==> config.mk <==
export PLATFORM = sky130hd
export DESIGN_NAME = cfp_core
export DESIGN_NICKNAME = d
export VERILOG_FILES = /design/src/hw/cfp_pkg.sv /design/src/hw/cfp_phase_gen.sv /design/src/hw/cfp_core.sv
export VERILOG_INCLUDE_DIRS = /design/src /design/src/hw
export SDC_FILE = /design/constraint.sdc
export NUM_CORES = 2
export LEC_CHECK = 0
export ABC_AREA = 1
export BUFFER_PORTS_ARGS = -buffer_cell sky130_fd_sc_hd__buf_2
export CAP_MARGIN = 20
export CORE_MARGIN = 2
export CORE_UTILIZATION = 50
export CTS_BUF_LIST = sky130_fd_sc_hd__clkbuf_8
export CTS_CLUSTER_DIAMETER = 50
export DETAILED_ROUTE_END_ITERATION = 7
export PLACE_DENSITY_LB_ADDON = 0.1
export SYNTH_ARGS = -nofsm -noshare
export SYNTH_HDL_FRONTEND = slang
export SYNTH_HIERARCHICAL = 1
export SYNTH_SLANG_ARGS = --single-unit
==> constraint.sdc <==
create_clock -name CORE_CLK -period 9.9 [get_ports CORE_CLK]
set_input_delay 1.98 -clock CORE_CLK [delete_from_list [all_inputs] [get_ports CORE_CLK]]
set_output_delay 1.98 -clock CORE_CLK [all_outputs]
set_load 0.1 [all_outputs]
==> src/hw/cfp_params.svh <==
// address and field constants for the fetch pipeline core
`ifndef CFP_PARAMS_SVH
`define CFP_PARAMS_SVH
`define CFP_PC_WIDTH 21
`define CFP_PC_STEP 21'h000002
`define CFP_PC_RESET 21'h000000
`define CFP_DADDR_WIDTH 12
`define CFP_DMEM_BYTES 4096
`define CFP_GPR_BYTES 256
`define CFP_SFR_BASE 12'hf80
`define CFP_SFR_TOP 12'hfff
`define CFP_ACCESS_SPLIT 8'h80
`define CFP_LAST_BANK 4'hf
`define CFP_BANK_BITS 4
`define CFP_SECOND_WORD_TAG 4'hf
`define CFP_PCL_ADDR 12'hff9
`define CFP_PC_HIGH_HOLDING_LATCH_ADDR 12'hffa
`define CFP_PC_UPPER_HOLDING_LATCH_ADDR 12'hffb
`define CFP_BSR_ADDR 12'hfe0
`define CFP_TABLE_LATCH_ADDR 12'hff5
`define CFP_TBLPTRL_ADDR 12'hff6
`define CFP_TBLPTRH_ADDR 12'hff7
`define CFP_TBLPTRU_ADDR 12'hff8
`define CFP_WORKING_REGISTER_ADDR 12'hfe8
`endif

==> src/hw/cfp_pkg.sv <==
// types shared by the fetch pipeline core
package cfp_pkg;
   typedef enum logic [1:0] {
      CFP_PH_ONE,
      CFP_PH_TWO,
      CFP_PH_THREE,
      CFP_PH_FOUR
   } cfp_phase_type;
   typedef enum logic [3:0] {
      CFP_OP_NOP,
      CFP_OP_GOTO,
      CFP_OP_CALL,
      CFP_OP_BRA,
      CFP_OP_MOVE_FILE_TO_FILE,
      CFP_OP_LOAD_INDIRECT_POINTER,
      CFP_OP_ADD_WORKING_TO_FILE,
      CFP_OP_MOVWF,
      CFP_OP_MOVLW,
      CFP_OP_TEST_SKIP_IF_ZERO,
      CFP_OP_MOVLB,
      CFP_OP_TBLRD,
      CFP_OP_TBLWT,
      CFP_OP_SECOND
   } cfp_op_type;
endpackage

==> src/hw/cfp_phase_gen.sv <==
// four-phase divider that turns the core clock into instruction phases
`timescale 1ns/1ps
`include "cfp_params.svh"
module cfp_phase_gen
   import cfp_pkg::*;
(
   input wire logic clk, // core clock
   input wire logic rst, // async reset, active high
   output cfp_phase_type phase, // current phase
   output logic ph1, // phase one enable
   output logic ph2, // phase two enable
   output logic ph3, // phase three enable
   output logic ph4 // phase four enable
);
   cfp_phase_type phase_reg;
   always_ff @(posedge clk or posedge rst) begin
      if (rst) begin
         phase_reg <= CFP_PH_ONE;
      end else begin
         case (phase_reg)
            CFP_PH_ONE: phase_reg <= CFP_PH_TWO;
            CFP_PH_TWO: phase_reg <= CFP_PH_THREE;
            CFP_PH_THREE: phase_reg <= CFP_PH_FOUR;
            default: phase_reg <= CFP_PH_ONE;
         endcase
      end
   end
   assign phase = phase_reg;
   assign ph1 = (phase_reg == CFP_PH_ONE);
   assign ph2 = (phase_reg == CFP_PH_TWO);
   assign ph3 = (phase_reg == CFP_PH_THREE);
   assign ph4 = (phase_reg == CFP_PH_FOUR);
endmodule

==> src/hw/cfp_core.sv <==
// fetch/execute pipeline, program counter and banked data memory of the core
`timescale 1ns/1ps
`include "cfp_params.svh"
// Operation
// - clock divided into four phases
// - program counter advances in phase one
// - fetched word latched in phase four
// - fetch overlaps execute, one per cycle
// - pc change flushes fetched word, two cycles
// - decode and execute in phases two-four
// - operand read phase two, write four
// - byte addressed, pc steps two, lsb zero
// - absolute target loads pc bits 20:1
// - branch offset counts words, doubled
// - second words tagged ones, twelve bits data
// - lone second word executes as nop
// - table access one byte via latch
// - data memory twelve bit addressed
// - sixteen banks, low four selector bits
// - special registers top, general from bottom
// - unimplemented locations read zero
// - indirect pointer holds full address
// - file move two words, two cycles
// - access bank reachable regardless of bank
// - general registers never reset
// - pc low write loads pc from latches
module cfp_core
   import cfp_pkg::*;
#(
   parameter int GPR_BYTES = `CFP_GPR_BYTES
) (
   input wire logic CORE_CLK, // core clock
   input wire logic RST, // async reset, active high
   input wire logic [15:0] PROG_RDATA, // program memory word
   input wire logic [7:0] PROG_BYTE, // program memory byte for table access
   output logic [20:0] PROG_ADDR, // program fetch byte address
   output logic [20:0] TABLE_ADDR, // table access byte address
   output logic TABLE_RD, // table read strobe
   output logic TABLE_WR, // table write strobe
   output logic [7:0] TABLE_WDATA, // table write byte
   output logic [1:0] PHASE, // phase of the previous cycle, registered
   output logic [15:0] IR_OUT, // instruction register
   output logic FLUSH // pipeline flushed this cycle
);
   logic ph1, ph2, ph3, ph4;
   cfp_phase_type phase;
   cfp_phase_gen cfp_phase_gen_i (
      .clk(CORE_CLK),
      .rst(RST),
      .phase(phase),
      .ph1(ph1),
      .ph2(ph2),
      .ph3(ph3),
      .ph4(ph4)
   );
   logic [20:0] pc_reg, fetch_addr_reg;
   logic [15:0] fetch_reg, ir_reg;
   logic ir_valid_reg, fetch_valid_reg, second_pending_reg, skip_reg;
   logic [15:0] first_word_reg;
   logic [7:0] working_register_reg, bank_selector_reg, table_latch_reg;
   logic [7:0] pc_high_holding_latch_reg, pc_upper_holding_latch_reg;
   logic [20:0] table_pointer_reg;
   logic [11:0] indirect_pointer_reg;
   logic [7:0] operand_reg;
   logic [7:0] gpr_mem [0:GPR_BYTES-1];
   logic [11:0] src_addr, dst_addr;
   logic [7:0] rd_data, wr_data;
   logic wr_en, pc_load;
   logic [20:0] pc_target;
   cfp_op_type op;
   // decode the opcode groups; tagged words are second words
   always_comb begin
      op = CFP_OP_NOP;
      if (ir_reg[15:12] == `CFP_SECOND_WORD_TAG) op = CFP_OP_SECOND;
      else if (ir_reg[15:8] == 8'hef) op = CFP_OP_GOTO;
      else if (ir_reg[15:9] == 7'h76) op = CFP_OP_CALL;
      else if (ir_reg[15:11] == 5'h1a) op = CFP_OP_BRA;
      else if (ir_reg[15:12] == 4'hc) op = CFP_OP_MOVE_FILE_TO_FILE;
      else if (ir_reg[15:6] == 10'h3b8) op = CFP_OP_LOAD_INDIRECT_POINTER;
      else if (ir_reg[15:10] == 6'h09) op = CFP_OP_ADD_WORKING_TO_FILE;
      else if (ir_reg[15:9] == 7'h37) op = CFP_OP_MOVWF;
      else if (ir_reg[15:8] == 8'h0e) op = CFP_OP_MOVLW;
      else if (ir_reg[15:9] == 7'h33) op = CFP_OP_TEST_SKIP_IF_ZERO;
      else if (ir_reg[15:8] == 8'h01) op = CFP_OP_MOVLB;
      else if (ir_reg[15:0] == 16'h0008) op = CFP_OP_TBLRD;
      else if (ir_reg[15:0] == 16'h000c) op = CFP_OP_TBLWT;
   end
   // access bit clear selects the access bank, ignoring the selector
   function automatic logic [11:0] direct_addr(input logic [7:0] f, input logic a, input logic [7:0] bank_selector);
      logic [11:0] r;
      r = {bank_selector[3:0], f};
      // low half bank zero, high half special registers
      if (!a) r = (f < `CFP_ACCESS_SPLIT) ? {4'h0, f} : {`CFP_LAST_BANK, f};
      return r;
   endfunction
   // bank chosen by low selector bits
   always_comb begin
      src_addr = direct_addr(ir_reg[7:0], ir_reg[8], bank_selector_reg);
      if (op == CFP_OP_MOVE_FILE_TO_FILE) src_addr = ir_reg[11:0];
   end
   // second word of the file move carries the destination
   assign dst_addr = second_pending_reg ? ir_reg[11:0] : src_addr;
   // full 12-bit space, gpr bottom, sfr top
   function automatic logic [7:0] read_loc(input logic [11:0] a, input logic [7:0] g);
      logic [7:0] r;
      // special map at the top, gpr from zero
      r = 8'h00;
      if (a < 12'(GPR_BYTES)) r = g;
      else if (a == `CFP_WORKING_REGISTER_ADDR) r = working_register_reg;
      else if (a == `CFP_BSR_ADDR) r = {4'h0, bank_selector_reg[3:0]};
      else if (a == `CFP_PCL_ADDR) r = pc_reg[7:0];
      else if (a == `CFP_PC_HIGH_HOLDING_LATCH_ADDR) r = pc_high_holding_latch_reg;
      else if (a == `CFP_PC_UPPER_HOLDING_LATCH_ADDR) r = {3'h0, pc_upper_holding_latch_reg[4:0]};
      else if (a == `CFP_TABLE_LATCH_ADDR) r = table_latch_reg;
      else if (a == `CFP_TBLPTRL_ADDR) r = table_pointer_reg[7:0];
      else if (a == `CFP_TBLPTRH_ADDR) r = table_pointer_reg[15:8];
      else if (a == `CFP_TBLPTRU_ADDR) r = {3'h0, table_pointer_reg[20:16]};
      return r;
   endfunction
   assign rd_data = read_loc(src_addr, gpr_mem[src_addr[7:0]]);
   always_ff @(posedge CORE_CLK or posedge RST) begin
      if (RST) operand_reg <= 8'h00;
      else if (ph2) operand_reg <= rd_data;
   end
   logic exec_ok;
   // lone second word and skipped words do nothing
   assign exec_ok = ir_valid_reg && !skip_reg;
   always_comb begin
      wr_en = 1'b0;
      wr_data = operand_reg;
      if (exec_ok && ph4) begin
         if (second_pending_reg) wr_en = 1'b1;
         else if (op == CFP_OP_ADD_WORKING_TO_FILE) begin
            wr_en = 1'b1;
            wr_data = operand_reg + working_register_reg;
         end else if (op == CFP_OP_MOVWF) begin
            wr_en = 1'b1;
            wr_data = working_register_reg;
         end
      end
   end
   always_ff @(posedge CORE_CLK) begin
      if (wr_en && dst_addr < 12'(GPR_BYTES)) gpr_mem[dst_addr[7:0]] <= wr_data;
   end
   // absolute targets land on pc bits 20:1
   always_comb begin
      pc_load = 1'b0;
      pc_target = pc_reg;
      if (exec_ok && ph4) begin
         if (second_pending_reg && (first_word_reg[15:8] == 8'hef || first_word_reg[15:9] == 7'h76)) begin
            pc_load = 1'b1;
            pc_target = {ir_reg[11:0], first_word_reg[7:0], 1'b0};
         end else if (!second_pending_reg && op == CFP_OP_BRA) begin
            pc_load = 1'b1;
            pc_target = 21'(pc_reg + {{9{ir_reg[10]}}, ir_reg[10:0], 1'b0});
         end else if (wr_en && dst_addr == `CFP_PCL_ADDR) begin
            // pc low write pulls in holding latches
            pc_load = 1'b1;
            pc_target = {pc_upper_holding_latch_reg[4:0], pc_high_holding_latch_reg, wr_data[7:1], 1'b0};
         end
      end
   end
   // step of two, lsb held zero
   always_ff @(posedge CORE_CLK or posedge RST) begin
      if (RST) pc_reg <= `CFP_PC_RESET;
      else if (pc_load) pc_reg <= {pc_target[20:1], 1'b0};
      else if (ph1) pc_reg <= pc_reg + `CFP_PC_STEP;
   end
   // fetched word latched in phase four
   // a pc change discards the word in flight
   always_ff @(posedge CORE_CLK or posedge RST) begin
      if (RST) begin
         fetch_reg <= 16'h0000;
         fetch_addr_reg <= `CFP_PC_RESET;
         fetch_valid_reg <= 1'b0;
      end else if (ph1) begin
         fetch_addr_reg <= pc_reg;
      end else if (ph4) begin
         fetch_reg <= PROG_RDATA;
         fetch_valid_reg <= !pc_load;
      end
   end
   // execute stage loads while next word is fetched
   // decode and execute span phases two to four
   always_ff @(posedge CORE_CLK or posedge RST) begin
      if (RST) begin
         ir_reg <= 16'h0000;
         ir_valid_reg <= 1'b0;
         second_pending_reg <= 1'b0;
         skip_reg <= 1'b0;
         first_word_reg <= 16'h0000;
      end else if (ph4) begin
         ir_reg <= PROG_RDATA;
         // the word latched while the pc is reloaded is dropped
         ir_valid_reg <= !pc_load;
         second_pending_reg <= exec_ok && !second_pending_reg &&
            (op == CFP_OP_GOTO || op == CFP_OP_CALL || op == CFP_OP_MOVE_FILE_TO_FILE || op == CFP_OP_LOAD_INDIRECT_POINTER);
         skip_reg <= exec_ok && !second_pending_reg && op == CFP_OP_TEST_SKIP_IF_ZERO && operand_reg != 8'h00;
         first_word_reg <= ir_reg;
      end
   end
   // indirect pointer loaded with full address
   always_ff @(posedge CORE_CLK or posedge RST) begin
      if (RST) indirect_pointer_reg <= 12'h000;
      else if (exec_ok && ph4 && second_pending_reg && first_word_reg[15:6] == 10'h3b8)
         indirect_pointer_reg <= {first_word_reg[3:0], ir_reg[7:0]};
   end
   always_ff @(posedge CORE_CLK or posedge RST) begin
      if (RST) begin
         working_register_reg <= 8'h00;
         bank_selector_reg <= 8'h00;
         pc_high_holding_latch_reg <= 8'h00;
         pc_upper_holding_latch_reg <= 8'h00;
      end else if (exec_ok && ph4 && !second_pending_reg) begin
         if (op == CFP_OP_MOVLW) working_register_reg <= ir_reg[7:0];
         if (op == CFP_OP_MOVLB) bank_selector_reg <= {4'h0, ir_reg[3:0]};
         if (wr_en && dst_addr == `CFP_BSR_ADDR) bank_selector_reg <= {4'h0, wr_data[3:0]};
         if (wr_en && dst_addr == `CFP_PC_HIGH_HOLDING_LATCH_ADDR) pc_high_holding_latch_reg <= wr_data;
         if (wr_en && dst_addr == `CFP_PC_UPPER_HOLDING_LATCH_ADDR) pc_upper_holding_latch_reg <= {3'h0, wr_data[4:0]};
      end
   end
   // one byte per table operation through the latch
   always_ff @(posedge CORE_CLK or posedge RST) begin
      if (RST) begin
         table_latch_reg <= 8'h00;
         table_pointer_reg <= 21'h000000;
         TABLE_RD <= 1'b0;
         TABLE_WR <= 1'b0;
      end else begin
         TABLE_RD <= exec_ok && ph3 && !second_pending_reg && op == CFP_OP_TBLRD;
         TABLE_WR <= exec_ok && ph3 && !second_pending_reg && op == CFP_OP_TBLWT;
         if (TABLE_RD) table_latch_reg <= PROG_BYTE;
         if (wr_en && dst_addr == `CFP_TABLE_LATCH_ADDR) table_latch_reg <= wr_data;
         if (wr_en && dst_addr == `CFP_TBLPTRL_ADDR) table_pointer_reg[7:0] <= wr_data;
         if (wr_en && dst_addr == `CFP_TBLPTRH_ADDR) table_pointer_reg[15:8] <= wr_data;
         if (wr_en && dst_addr == `CFP_TBLPTRU_ADDR) table_pointer_reg[20:16] <= wr_data[4:0];
      end
   end
   always_ff @(posedge CORE_CLK or posedge RST) begin
      if (RST) begin
         PROG_ADDR <= `CFP_PC_RESET;
         TABLE_ADDR <= 21'h000000;
         TABLE_WDATA <= 8'h00;
         PHASE <= 2'h0;
         IR_OUT <= 16'h0000;
         FLUSH <= 1'b0;
      end else begin
         // fetch address is the pc before its phase-one step
         if (ph1) PROG_ADDR <= pc_reg;
         TABLE_ADDR <= table_pointer_reg;
         TABLE_WDATA <= table_latch_reg;
         PHASE <= phase;
         IR_OUT <= ir_reg;
         FLUSH <= pc_load;
      end
   end
endmodule

==> metrics.md <==
| Metric | Value |
|---|---|
| Endpoints failing setup | 0 |
| Net Count, Synth | slightly above 8000 |
| Peak supply drop | about 0.15 mV |
| Largest net degree at the start of global routing | 177 |
| Total wire length | around 270000 um |
| Post-route ant nets | 0 |
| Final core occ | 55.7% |
| Placed insts | about 10000 |
| Initial antenna violation count | 6 |
| Vias per inst | 5.71 |
| IO Port Bufs | 95 |
| Grt total ovfl | 0 |
| WP buf/inv | 4 |
| Fillers | around 16000 |
| Yosys Warn Count | 6 |
| Non-Filler Instances | between 10000 and 15000 |
| Status | completed |
| Ports | 97 |
| Post-synth cell types | 55 |
| Root Driver | clkbuf_8 |
| Setup bufs post-CTS | 0 |
| Core Area | between 150000 and 200000 sq um |
| Post-DP HPWL | approximately 160000 um |
| Vias in the first global route | approximately 61000 |
| Clock slew at reported path FFs | about 0.060 ns |
| Leakage | 38.4 nW |
| Hold buffers post-CTS | 0 |
| Top FF cell, synth | edfxtp_1 |
| Clock sinks | around 2200 |
| Layout cells sized above 1 | approximately 8.6% |
| Drt drc | 0 |
| Type of the worst setup path | reg2reg |
| Area grow syn2layout | 10.3% |
| Final slew viol count | 0 |
| Global-route wire length before repair | 402000 um |
| Startpoint types | register |
| Vias | approximately 62000 |
| Worst slew pin tran | roughly 1.3 ns |
| Critical Path RT | between 10 and 15 ns |
| Max reg flops | approximately 2000 |
| Initial core utilization | between 50% and 60% |
| Count leader, synth | nand2_1 |
| Sequential fraction of the synthesis area | 72.5% |
| Clock Skews | a little under 0.05 ns |
| CP top delay family | buffers and inverters |
| Max FO, Critical Path | 91 |
| Drt wl/cell | between 20 and 30 um |
| Final Hold Fails | 0 |
| Nets | approximately 8300 |
| Total CTS buffers | roughly 380 |
| 1st-iter DRT viols | around 7000 |
| GP Congestion | between 0.9 and 1 |
| Most frequent cells after synthesis | 3425 x nand2_1, 2048 x edfxtp_1, 547 x nor2_1 |
| CP max stage cell | buf_4 |
| Avg Cell Area, Syn | 11.4 sq um |
| Endpoint type of the worst setup path | register |
| Post-synth top area share | roughly two thirds |
| HP Class | reg2reg |
| Arrival time at the worst endpoint | slightly below 6 ns |
| Cells after synthesis | around 8000 |
| Fin crit share | between 50% and 60% |
| Max Clk Rate | approximately 190 MHz |
| Post-synth EDFFs | between 2000 and 2500 |
| Fin crit period | around 5.2 ns |
| Seq cells post-synth | 2237 |
| Cell Area, Synth | approximately 91000 sq um |
| Total GRT Usage | between 20 and 30% |
| Die area | about 190000 sq um |
| Rows | around 160 |
| Number of max-cap violations | 0 |
| Post-CTS resize count | 0 |
| Yosys top cell by area | edfxtp_1 |
| Unrepaired setup endpoints after global routing | false |
| Worst-Skew Late Latency | 1.07 ns |
| Die W | approximately 430 um |
| Htree depth | 5 |
| Final worst slack | roughly 4.7 ns |
| Post-place setup slack | 4.86 ns |
| Clock Tree Buf Depth | 4 |
| Ys async rst share | under 10% |
| Die Ht | 432 um |
| Fin Setup TNS | 0 ns |
| TritonCTS clock tree | built |
| Max-slew headroom | between 10% and 20% |
| DRT Pass-1 Iters | 7 |
| Max stage delay on crit path | roughly 0.93 ns |
| Crit-path cells | ha_2 > inv_2 > nor2_4 > nand2_1 > inv_2 > nand2_1 > o21ai_4 > buf_4 > buf_4 |
| Multi-input logic area | 22700 sq um |
| Storage element area | around 66000 sq um |
| Synth top area cells | edfxtp_1 67%, nand2_1 14%, dfrtp_1 5.2% |
| Power per cell area | 197 nW/um^2 |
placed cells by master, fill, tap and decap left out, types with 95 or more instances in the layout:
| cell type | netlist | final |
|---|---|---|
| nand2_1 | 3425 | 3422 |
| edfxtp_1 | 2048 | 2048 |
| nor2_1 | 547 | 544 |
| clkbuf_8 | 0 | 389 |
| inv_1 | 170 | 298 |
| o21ai_0 | 264 | 264 |
| nand3_1 | 257 | 257 |
| a22oi_1 | 218 | 218 |
| nand4_1 | 195 | 195 |
| dfrtp_1 | 189 | 187 |
| a21oi_1 | 118 | 116 |
| clkinv_1 | 11 | 95 |
| buf_2 | 139 | 95 |
per-stage QoR:
step	power (mW)	hold slack, ns	instance area (sq um)
after floorplan	11.9	0.354	91400
after global placement	12.5	0.368	94000
after detailed placement	12.5	0.381	94100
after CTS	20.0	0.381	101000
after global routing	20.5	0.402	101000
final	19.9	0.388	101000
kinds of logic after synthesis:
group | count (synthesis) | synth area share (%)
flip-flops | 2237 | 72.5
other | 1 | 0.00410
XOR/XNOR | 16 | 0.153
adder cells (fa/ha/maj) | 33 | 0.468
AND/OR/NAND/NOR | 4520 | 19.9
AO/OA/AOI/OAI | 645 | 4.21
buffers and inverters | 595 | 2.79
final cells by class:
class                   instances  area share (%)
clock buffers                 389            5.31
repair buffers                182            1.32
clock inverters               276            1.37
diodes                          2         0.00496
inverters                     205           0.834
well taps                    2370            2.94
multi-input cells            5215            22.5
flip-flops and latches       2237            65.7
metal layers:
layer  global-route usage, %  share of wire, %  up-vias
li1                        -                 -    27999
met1                    40.9                41    30709
met2                    45.9                46     2881
met3                    5.71               8.8      540
met4                    10.9               3.7        0
met5                       0                 0        -
path summary, 6_finish.rpt:
| check | from | to | slack (ns) | cells past startpoint |
|---|---|---|---|---|
| worst max register to register | cfp_phase_gen_i/phase[1]$_DFF_PP0_ | gpr_mem[206][2]$_DFFE_PP_ | 4.68 | 9 |
| worst min-delay path | table_latch_reg[2]$_DFFE_PP0P_ | TABLE_WDATA[2]$_DFF_PP0_ | 0.39 | 0 |
| max in group asynchronous | RST | TABLE_WDATA[5]$_DFF_PP0_ | 7.56 | 4 |
| min in group asynchronous | RST | cfp_phase_gen_i/phase[0]$_DFF_PP0_ | 0.82 | 2 |
| worst max-delay path | cfp_phase_gen_i/phase[1]$_DFF_PP0_ | gpr_mem[206][2]$_DFFE_PP_ | 4.68 | 9 |
| worst min register to register | table_latch_reg[2]$_DFFE_PP0P_ | TABLE_WDATA[2]$_DFF_PP0_ | 0.39 | 0 |
report_power, final:
group	switching, mW	internal [mW]	leakage [nW]
sequential	0.0883	10.6	21.1
combinational	1.38	0.333	13.4
clock	3.67	3.87	3.94
No activity file was read; power rests on OpenSTA's default activity.
